File: src/include/uahl_pkg.sv
// constants and carrier types for the control/bulk list pointer block
// assumes a single 100 MHz system clock and 32-bit byte addresses
`default_nettype none
package uahl_pkg;
    localparam logic [31:0] OFS_CTRL_HEAD = 32'h9010_1020;
    localparam logic [31:0] OFS_CTRL_CUR = 32'h9010_1024;
    localparam logic [31:0] OFS_BULK_HEAD = 32'h9010_1028;
    localparam logic [31:0] OFS_BULK_CUR = 32'h9010_102C;
    localparam logic [31:0] PTR_RESET = 32'h0000_0000;
    localparam logic [31:0] PTR_MASK = 32'hFFFF_FFF0;
    localparam logic [31:0] PTR_END = 32'h0000_0000;
    localparam logic [31:0] ED_NEXT_OFS = 32'h0000_000C;
    localparam logic [31:0] COMM_ALIGN_MASK = 32'hFFFF_FF00;
    localparam logic [31:0] COMM_CTRL_HEAD_OFS = 32'h0000_0080;
    localparam logic [31:0] COMM_BULK_HEAD_OFS = 32'h0000_0084;
    localparam logic [31:0] RDATA_UNMAPPED = 32'h0000_0000;

    typedef struct packed {
        logic wr;
        logic rd;
        logic [31:0] addr;
        logic [31:0] wdata;
    } uahl_reg_req_s;

    typedef struct packed {
        logic req;
        logic [31:0] addr;
    } uahl_mem_req_s;
endpackage
`default_nettype wire

File: src/rtl/uahl_top.sv
// control and bulk list pointer registers with the list walker
// assumes same-clock inputs for enables, pending flags and frame marks
`default_nettype none
module uahl_top
    import uahl_pkg::*;
(
    input wire logic clk,
    input wire logic arst_n,
    input wire uahl_reg_req_s reg_req,
    output logic [31:0] reg_rdata,
    input wire logic ctrl_list_walk_on,
    input wire logic bulk_list_walk_on,
    input wire logic ctrl_list_pending,
    input wire logic bulk_list_pending,
    output logic ctrl_list_pending_clr,
    output logic bulk_list_pending_clr,
    input wire logic frame_start,
    input wire logic frame_end,
    input wire logic init_start,
    input wire logic [31:0] shared_comm_area,
    output logic ed_serve_valid,
    output logic ed_serve_bulk,
    output logic [31:0] ed_serve_addr,
    input wire logic ed_serve_done,
    output logic mem_req,
    output logic [31:0] mem_addr,
    input wire logic mem_ack,
    input wire logic [31:0] mem_rdata,
    output logic walk_busy
);
    typedef enum logic [2:0] {ST_IDLE, ST_INIT, ST_PICK, ST_SERVE, ST_FETCH, ST_END}
        uahl_walk_e;

    uahl_walk_e state_reg;
    logic in_frame_reg;
    logic init_pend_reg;
    logic rr_bulk_reg;
    logic is_bulk_reg;
    logic [31:0] fetch_addr_reg;
    logic [31:0] rdata_reg;
    logic [31:0] ctrl_head;
    logic [31:0] ctrl_cur;
    logic [31:0] bulk_head;
    logic [31:0] bulk_cur;
    logic [31:0] sel_cur;
    logic pick_bulk;
    logic any_on;
    logic load_start;
    logic load_busy;
    logic load_ctrl_we;
    logic load_bulk_we;
    uahl_mem_req_s load_mem;
    logic adv_ctrl;
    logic adv_bulk;
    logic reload_ctrl;
    logic reload_bulk;
    logic sel_pending;

    function automatic logic hit(input uahl_reg_req_s r, input logic [31:0] ofs);
        hit = (r.addr == ofs);
    endfunction

    // register bus decode; software writes are taken in any walker state but lose to a hardware pointer update in the same cycle
    always_ff @(posedge clk or negedge arst_n)
    begin
        if (!arst_n)
            rdata_reg <= RDATA_UNMAPPED;
        else if (reg_req.rd)
        begin
            if (hit(reg_req, OFS_CTRL_HEAD))
                rdata_reg <= ctrl_head;
            else if (hit(reg_req, OFS_CTRL_CUR))
                rdata_reg <= ctrl_cur;
            else if (hit(reg_req, OFS_BULK_HEAD))
                rdata_reg <= bulk_head;
            else if (hit(reg_req, OFS_BULK_CUR))
                rdata_reg <= bulk_cur;
            else
                rdata_reg <= RDATA_UNMAPPED;
        end
        else
            rdata_reg <= RDATA_UNMAPPED;
    end
    assign reg_rdata = rdata_reg;

    // frame window: a start in the same cycle as an end wins
    always_ff @(posedge clk or negedge arst_n)
    begin
        if (!arst_n)
            in_frame_reg <= 1'b0;
        else if (frame_start)
            in_frame_reg <= 1'b1;
        else if (frame_end)
            in_frame_reg <= 1'b0;
    end

    // an init request seen while walking is kept until idle
    always_ff @(posedge clk or negedge arst_n)
    begin
        if (!arst_n)
            init_pend_reg <= 1'b0;
        else if (init_start)
            init_pend_reg <= 1'b1;
        else if (load_start)
            init_pend_reg <= 1'b0;
    end

    assign any_on = ctrl_list_walk_on || bulk_list_walk_on;
    assign load_start = (state_reg == ST_IDLE) && init_pend_reg;
    // preferred list by turn, falling back to whichever is enabled
    assign pick_bulk = rr_bulk_reg ? bulk_list_walk_on : !ctrl_list_walk_on;
    assign sel_cur = is_bulk_reg ? bulk_cur : ctrl_cur;
    assign sel_pending = is_bulk_reg ? bulk_list_pending : ctrl_list_pending;

    // walking resumes from the stored current pointer, never the head
    always_ff @(posedge clk or negedge arst_n)
    begin
        if (!arst_n)
            state_reg <= ST_IDLE;
        else
            unique case (state_reg)
                ST_IDLE:
                    if (load_start)
                        state_reg <= ST_INIT;
                    else if (in_frame_reg && any_on)
                        state_reg <= ST_PICK;
                ST_INIT:
                    if (!load_busy)
                        state_reg <= ST_IDLE;
                ST_PICK:
                    if (sel_cur == PTR_END)
                        state_reg <= ST_END;
                    else
                        state_reg <= ST_SERVE;
                ST_SERVE:
                    if (ed_serve_done)
                        state_reg <= ST_FETCH;
                ST_FETCH:
                    if (mem_ack)
                        state_reg <= ST_IDLE;
                ST_END:
                    state_reg <= ST_IDLE;
            endcase
    end

    // the list chosen for this pass is latched as the walker leaves idle, before the pick cycle
    always_ff @(posedge clk or negedge arst_n)
    begin
        if (!arst_n)
            is_bulk_reg <= 1'b0;
        else if (state_reg == ST_IDLE && !load_start && in_frame_reg && any_on)
            is_bulk_reg <= pick_bulk;
    end

    // turn flips after each pass so neither list starves
    always_ff @(posedge clk or negedge arst_n)
    begin
        if (!arst_n)
            rr_bulk_reg <= 1'b0;
        else if ((state_reg == ST_FETCH && mem_ack) || state_reg == ST_END)
            rr_bulk_reg <= !is_bulk_reg;
    end

    // next link sits in the fourth word of the descriptor
    always_ff @(posedge clk or negedge arst_n)
    begin
        if (!arst_n)
            fetch_addr_reg <= PTR_RESET;
        else if (state_reg == ST_SERVE && ed_serve_done)
            fetch_addr_reg <= sel_cur + ED_NEXT_OFS;
    end

    assign adv_ctrl = (state_reg == ST_FETCH) && mem_ack && !is_bulk_reg;
    assign adv_bulk = (state_reg == ST_FETCH) && mem_ack && is_bulk_reg;
    assign reload_ctrl = (state_reg == ST_END) && !is_bulk_reg
        && ctrl_list_pending;
    assign reload_bulk = (state_reg == ST_END) && is_bulk_reg
        && bulk_list_pending;
    assign ctrl_list_pending_clr = reload_ctrl;
    assign bulk_list_pending_clr = reload_bulk;

    uahl_list_ptr u_ctrl (
        .clk(clk),
        .arst_n(arst_n),
        .sw_head_we(reg_req.wr && hit(reg_req, OFS_CTRL_HEAD)),
        .sw_cur_we(reg_req.wr && hit(reg_req, OFS_CTRL_CUR)),
        .sw_data(reg_req.wdata),
        .init_we(load_ctrl_we),
        .init_data(mem_rdata),
        .adv_we(adv_ctrl),
        .adv_data(mem_rdata),
        .reload(reload_ctrl),
        .head(ctrl_head),
        .cur(ctrl_cur)
    );

    uahl_list_ptr u_bulk (
        .clk(clk),
        .arst_n(arst_n),
        .sw_head_we(reg_req.wr && hit(reg_req, OFS_BULK_HEAD)),
        .sw_cur_we(reg_req.wr && hit(reg_req, OFS_BULK_CUR)),
        .sw_data(reg_req.wdata),
        .init_we(load_bulk_we),
        .init_data(mem_rdata),
        .adv_we(adv_bulk),
        .adv_data(mem_rdata),
        .reload(reload_bulk),
        .head(bulk_head),
        .cur(bulk_cur)
    );

    uahl_init_loader u_load (
        .clk(clk),
        .arst_n(arst_n),
        .start(load_start),
        .shared_comm_area(shared_comm_area),
        .mem_out(load_mem),
        .mem_ack(mem_ack && state_reg == ST_INIT),
        .mem_rdata(mem_rdata),
        .ctrl_we(load_ctrl_we),
        .bulk_we(load_bulk_we),
        .busy(load_busy)
    );

    // the loader owns the memory port only while initialising
    assign mem_req = (state_reg == ST_INIT) ? load_mem.req : (state_reg == ST_FETCH);
    assign mem_addr = (state_reg == ST_INIT) ? load_mem.addr : fetch_addr_reg;
    assign ed_serve_valid = (state_reg == ST_SERVE);
    assign ed_serve_bulk = is_bulk_reg;
    assign ed_serve_addr = sel_cur;
    assign walk_busy = (state_reg != ST_IDLE);
endmodule
`default_nettype wire

File: src/rtl/uahl_list_ptr.sv
// head and current pointer pair for one list
// assumes all strobes come from logic on the same clock
`default_nettype none
module uahl_list_ptr
    import uahl_pkg::*;
(
    input wire logic clk,
    input wire logic arst_n,
    input wire logic sw_head_we,
    input wire logic sw_cur_we,
    input wire logic [31:0] sw_data,
    input wire logic init_we,
    input wire logic [31:0] init_data,
    input wire logic adv_we,
    input wire logic [31:0] adv_data,
    input wire logic reload,
    output logic [31:0] head,
    output logic [31:0] cur
);
    logic [31:0] head_reg;
    logic [31:0] cur_reg;

    // init load wins over a software write in the same cycle
    always_ff @(posedge clk or negedge arst_n)
    begin
        if (!arst_n)
            head_reg <= PTR_RESET;
        else if (init_we)
            head_reg <= init_data & PTR_MASK;
        else if (sw_head_we)
            head_reg <= sw_data & PTR_MASK;
    end

    // hardware walk updates win over a software write
    always_ff @(posedge clk or negedge arst_n)
    begin
        if (!arst_n)
            cur_reg <= PTR_RESET;
        else if (reload)
            cur_reg <= head_reg;
        else if (adv_we)
            cur_reg <= adv_data & PTR_MASK;
        else if (sw_cur_we)
            cur_reg <= sw_data & PTR_MASK;
    end

    assign head = head_reg;
    assign cur = cur_reg;
endmodule
`default_nettype wire

File: src/rtl/uahl_init_loader.sv
// fetches both list heads from the shared communication area
// assumes the memory port answers each request with a one-cycle ack
`default_nettype none
module uahl_init_loader
    import uahl_pkg::*;
(
    input wire logic clk,
    input wire logic arst_n,
    input wire logic start,
    input wire logic [31:0] shared_comm_area,
    output uahl_mem_req_s mem_out,
    input wire logic mem_ack,
    input wire logic [31:0] mem_rdata,
    output logic ctrl_we,
    output logic bulk_we,
    output logic busy
);
    typedef enum logic [1:0] {L_IDLE, L_CTRL, L_BULK} uahl_load_e;
    uahl_load_e state_reg;
    logic [31:0] addr_reg;

    always_ff @(posedge clk or negedge arst_n)
    begin
        if (!arst_n)
            state_reg <= L_IDLE;
        else
            unique case (state_reg)
                L_IDLE: if (start) state_reg <= L_CTRL;
                L_CTRL: if (mem_ack) state_reg <= L_BULK;
                L_BULK: if (mem_ack) state_reg <= L_IDLE;
            endcase
    end

    always_ff @(posedge clk or negedge arst_n)
    begin
        if (!arst_n)
            addr_reg <= PTR_RESET;
        else if (state_reg == L_IDLE && start)
            addr_reg <= (shared_comm_area & COMM_ALIGN_MASK) + COMM_CTRL_HEAD_OFS;
        else if (state_reg == L_CTRL && mem_ack)
            addr_reg <= (shared_comm_area & COMM_ALIGN_MASK) + COMM_BULK_HEAD_OFS;
    end

    assign mem_out.req = (state_reg != L_IDLE);
    assign mem_out.addr = addr_reg;
    assign ctrl_we = (state_reg == L_CTRL) && mem_ack;
    assign bulk_we = (state_reg == L_BULK) && mem_ack;
    assign busy = (state_reg != L_IDLE);
endmodule
`default_nettype wire

File: config.mk
export PLATFORM = sky130hd
export DESIGN_NAME = uahl_top
export DESIGN_NICKNAME = d
export VERILOG_FILES = /design/src/include/uahl_pkg.sv /design/src/rtl/uahl_top.sv /design/src/rtl/uahl_list_ptr.sv /design/src/rtl/uahl_init_loader.sv
export SDC_FILE = /design/constraint.sdc
export NUM_CORES = 1
export LEC_CHECK = 0
export BUFFER_PORTS_ARGS = -buffer_cell sky130_fd_sc_hd__buf_2
export CORE_MARGIN = 2
export CORE_UTILIZATION = 27
export CTS_CLUSTER_DIAMETER = 120
export DETAILED_ROUTE_END_ITERATION = 10
export GPL_ROUTABILITY_DRIVEN = 0
export PLACE_DENSITY = 0.46
export SKIP_LAST_GASP = 1
export SLEW_MARGIN = 20
export SYNTH_ARGS = -nofsm -noshare
export SYNTH_HDL_FRONTEND = slang
export SYNTH_SLANG_ARGS = --single-unit
File: constraint.sdc
create_clock -name clk -period 5.15 [get_ports clk]
set_input_delay 1.03 -clock clk [delete_from_list [all_inputs] [get_ports clk]]
set_output_delay 1.03 -clock clk [all_outputs]
set_load 0.02 [all_outputs]
; ---- Yosys cells after proc, flatten, opt, wreduce, memory -nomap -nowiden
; Cells that the tools add are included.
[op_classes]
add_sub_neg = 3
mul = 0
div = 0
order_cmp = 0
n_eq_ne = 18
shift = 0
n_mux = 36
bitwise = 0
reduce_logical = 40
[ops]
columns = operator, count
row1 = 32-bit two-way mux, 19
row2 = 32-bit == test (second input constant), 4
row3 = 32-bit by 8-bit adder with 32-bit output (second input constant), 2
row4 = 32-bit by 4-bit adder with 32-bit output (second input constant), 1
row5 = 32-bit zero test, 1
row6 = 1-bit logical AND, 21
row7 = 3-bit two-way mux, 6
row8 = 3-bit case mux with 6 select lines, 1
row9 = 2-bit nonzero test, 6
row10 = 3-bit nonzero test, 3
row11 = 3-bit by 2-bit == test with 1-bit output (second input constant), 2
row12 = 3-bit == test (second input constant), 2
row13 = 1-bit two-way mux, 6
row14 = 2-bit two-way mux, 3
row15 = 2-bit by 1-bit != test with 1-bit output (second input constant), 3
row16 = 2-bit != test (second input constant), 3
row17 = 2-bit case mux with 3 select lines, 1
row18 = 4-bit AND reduction, 1
row19 = 3-bit by 1-bit == test with 1-bit output (second input constant), 1
row20 = 1-bit zero test, 3
row21 = 3-bit zero test, 1
row22 = 3-bit by 2-bit != test with 1-bit output (second input constant), 1
row23 = 3-bit AND reduction, 1
row24 = 2-bit by 1-bit == test with 1-bit output (second input constant), 1
row25 = other kinds (3), 4
[word_totals]
register_bits = 233
latchBits = 0
ram_bits = 0
rom_bits = 0
input_bits = 141
output_inout_bits = 102
word_cells = 110
n_memories = 0

; ---- Depth between registers and ports, before layout
[depth]
ltp_word = 6
ltp_mapped = 8
depth_no_buf = 7

; ---- Cells and area by module
; From an unflattened synthesis, not the netlist that was laid out.
[hier_totals]
cells_unflattened = 1267
area_unflattened_um2 = 12956.2
[modules_own_cells]
columns = module, n_inst, cells_each, area_per_inst_um2, seq_area_each_um2
row1 = uahl_list_ptr, 2, 285, 3150.5, 1401.3
row2 = uahl_top, 1, 619, 5466.5, 1776.7
row3 = uahl_init_loader, 1, 78, 1188.6, 700.7

; ---- Worst setup path after synthesis
; OpenSTA, ideal clock, no wires.
[synth_timing]
path_kind = input -> output
from = in bulk_list_pending
to = out bulk_list_pending_clr
t_arrival_ns = 1.783
slack_ns = 2.337
path_stages = 3
n_path_buf = 2
cell_sequence = and4_1 > buf_2 > clkbuf_1
[synth_via]
elab_chain_len = 1
[synth_lines]
columns = element, line
row1 = "start, declared", uahl_top.sv:14  ; input wire logic bulk_list_pending,
row2 = 1-bit logical AND, uahl_top.sv:178  ; && bulk_list_pending;
row3 = "end, declared", uahl_top.sv:16  ; output logic bulk_list_pending_clr,
; No other way between the ends.

; ---- Final worst setup path
[layout_timing]
from = reg state_reg[0]
to = out mem_addr[30]
[layout_via]
elab_chain_len = 2
[layout_lines]
columns = element, line
row1 = "start, declared", uahl_top.sv:34  ; uahl_walk_e state_reg;
row2 = "start signal, assigned", uahl_top.sv:119  ; state_reg <= ST_IDLE;
row3 = "start signal, assigned", uahl_top.sv:124  ; state_reg <= ST_INIT;
row4 = "start signal, assigned", uahl_top.sv:126  ; state_reg <= ST_PICK;
row5 = 3-bit by 1-bit == test with 1-bit output, uahl_top.sv:227  ; assign mem_addr = (state_reg == ST_INIT) ? load_mem.addr : fetch_addr_reg;
row6 = 32-bit two-way mux, uahl_top.sv:227
row7 = "end, declared", uahl_top.sv:26  ; output logic [31:0] mem_addr,
; No other way between the ends.

==> results.yml <==
place:
  dp_slack_ps: 1600
  hpwl_um: 23800
  placed_cells_incl_taps: 1709
  io_buffers: 216
  dpl_cell_area_um2: 12700
finish:
  nNetsFinal: 1352
  regArea_um2: 5100
  largest_register_ffs: 29
  final_common_cell: "buf_2"
  drive_gt1_frac: 0.358
  synthToLayoutAreaGrowth_pct: 22.4
  instances_no_fill: 1759
  fillers: 4166
  multiInputGateArea_um2: 5610
  final_area_um2: 13700
  final_cell_mix: "215 x buf_2, 204 x dfrtp_1, 142 x mux2i_1"
timing:
  timing.fmax_mhz: 274
  rsz0062_at_grt: "no"
  setup_tns_ps: 0
  finalSetupViolations: 0
  finalClockSkew_ps: 21.3
  setup_ws_ps: 1510
  fin_crit_sh: 0.708
  maxSlewViolCount: 0
  worstMarginPinSlew_ps: 834
  period_minus_slack_ps: 3640
  finalHoldViolations: 0
  relSlewSlack: 0.444
hold_path:
  min_path_type: "register to register"
  worstHoldEndpoint: "fetch_addr_reg[3]$_DFFE_PN0P_"
  min_path_cells: 1
  worst_hold_startpoint: "fetch_addr_reg[3]$_DFFE_PN0P_"
synth:
  synth-seq-area-share: 0.458
  synth_warnings: 0
  synth_edf_count: 0
  synth_area_um2: 11200
  synthFlopType: "dfrtp_1"
  synth.distinct_cells: 53
  avgSynthCellArea_um2: 11.0
  synth-seq-cells: 204
  syn_inst: 1011
  synthArstFlopShare: 1.00
run:
  drv_cap: 0
floorplanning:
  dieArea_um2: 43000
  floorplan.initialDensity: 0.273
  core-area_um2: 40800
  num_rows: 74
  chipWidth_um: 207
  ios: 243
  dieHeight_um: 207
detailed_routing:
  firstDrtPassIters: 4
  ant_nets: 0
  wl_per_cell_um: 21.0
  drt-total-wl_um: 36900
  vias: 8594
  viasPerCell: 4.89
  drtIter0Drc: 485
  drc: 0
clock_tree:
  insertion_delay_ps: 550
  cts_buffers: 27
  max-clock-path-buffers: 3
  cts_setup_buffers: 0
  clock-sinks: 204
  cts_resized: 0
  cts_hold_buf: 0
  cts_tree: "built"
  clkTransAtPathRegs_ps: 60
  ctsHtreeMaxLevel: 1
  clockRootBuffer: "clkbuf_16"
critical_path:
  r2r_slack_ps: 2180
  arrival_ps: 2610
  max_stage_delay_ps: 590
  crit_family: "buffers and inverters"
  end_kind: "output pin"
  crit_fanout: 29
  reg2reg_depth: 7
  rr_startpoint: "state_reg[2]$_DFFE_PN0P_"
  rr_endpoint: "u_ctrl.cur[31]$_DFFE_PN0P_"
  cp-start-kind: "register"
  critPathSlowestCell: "dfrtp_1"
  cp.required_ps: 4120
  crit_buf_inv: 2
  crit_type: "register to output pin"
  path_cells: "nor3b_4 > buf_4 > mux2_2 > buf_2"
power_and_ir_drop:
  leakage_nw: 6.28
  power_density_nw_per_um2: 561
  vdd_ir_drop_max_uv: 264
global_route:
  track_usage: 0.169
  grt_pass1_wl_um: 55800
  gr-total-overflow: 0
  antenna_found_initial: 9
  grt_start_max_net_pins: 90
  grt_pass1_vias: 8807
run_status:
  status: "finished, final reports clean"
## per-layer routing
| layer | GRT usage | part of all wire |
|---|---|---|
| met1 | 0.233 | 0.46 |
| met4 | 0.0466 | 0.019 |
| met5 | 0 | 0.0022 |
| met2 | 0.270 | 0.46 |
| met3 | 0.0349 | 0.057 |
## worst register-to-register path, cell delays in order (launching register included)
cell and delay [ps]:
dfrtp_1 530, nor2b_1 240, nand4b_1 120, buf_4 590, inv_1 210, a311oi_4 240, buf_4 510, mux2_2 400
## power by group
group,internal (W),switching [W]
Clock,0.00122,0.000752
Combinational,0.00129,0.00158
Sequential,0.00225,0.000561
Total,0.00476,0.00289
## kinds of logic (layout without fill, tap and decap cells)
family / Yosys count / count (layout) / synth area share
AOI/OAI and AO/OA: 163 / 163 / 0.0884
adders and majority gates: 4 / 4 / 0.00449
buffers and inverters: 89 / 294 / 0.0468
DFF: 204 / 204 / 0.458
muxes: 304 / 304 / 0.291
other: 1 / 12 / 0.000336
and+or+nand+nor: 246 / 246 / 0.111
## synth_stat cells (3+ instances only)
library cell	count	area (µm²)
dfrtp_1	204	5100
nor2_1	132	495
mux2_1	45	507
nor2b_1	6	37.5
mux2_2	117	1320
o21ai_0	34	170
nor3_1	4	20.0
ha_1	4	50.1
nor4b_2	3	45.0
clkbuf_1	38	143
nor2_2	17	106
mux2i_1	142	1420
buf_2	14	70.1
buf_4	16	120
nand2_1	39	146
buf_6	6	67.6
a21o_1	3	22.5
nor4_1	11	68.8
a2111oi_0	27	236
nand4_1	7	43.8
nand2b_1	5	31.3
nand3_1	3	15.0
buf_12	4	80.1
a21oi_1	88	440
inv_1	8	30.0
buf_1	3	11.3
## final cells by class
type                    count  share of cell area
well taps                 532              0.0488
multi-input cells         727               0.411
flip-flops and latches    204               0.374
clock inverters            10             0.00999
clock buffers              37              0.0581
inverters                   8             0.00220
diodes                      2            0.000367
repair buffers            239              0.0958
## per-stage QoR
stage	power, W	utilization	hold WS (ps)
CTS	0.00775	0.334	465
detailed placement	0.00573	0.311	451
floorplan	0.00467	-	426
global route	0.00814	0.334	480
finish	0.00765	0.334	464
global placement	0.00567	0.311	445
## worst max-delay path by stage
stage | startpoint | to | cells past startpoint | slack, ps
final | state_reg[0]$_DFFE_PN0P_ | mem_addr[30] | 4 | 1510
after CTS | state_reg[0]$_DFFE_PN0P_ | mem_addr[30] | 4 | 1470
after floorplan | bulk_list_pending | bulk_list_pending_clr | 3 | 2340
after detailed placement | reg_req[55] | reg_rdata[29]$_DFF_PN0_ | 6 | 1600
after global routing | state_reg[0]$_DFFE_PN0P_ | mem_addr[31] | 4 | 1380
after global placement | reg_req[34] | reg_rdata[10]$_DFF_PN0_ | 7 | 1620
No activity file was read; power rests on OpenSTA's default activity.
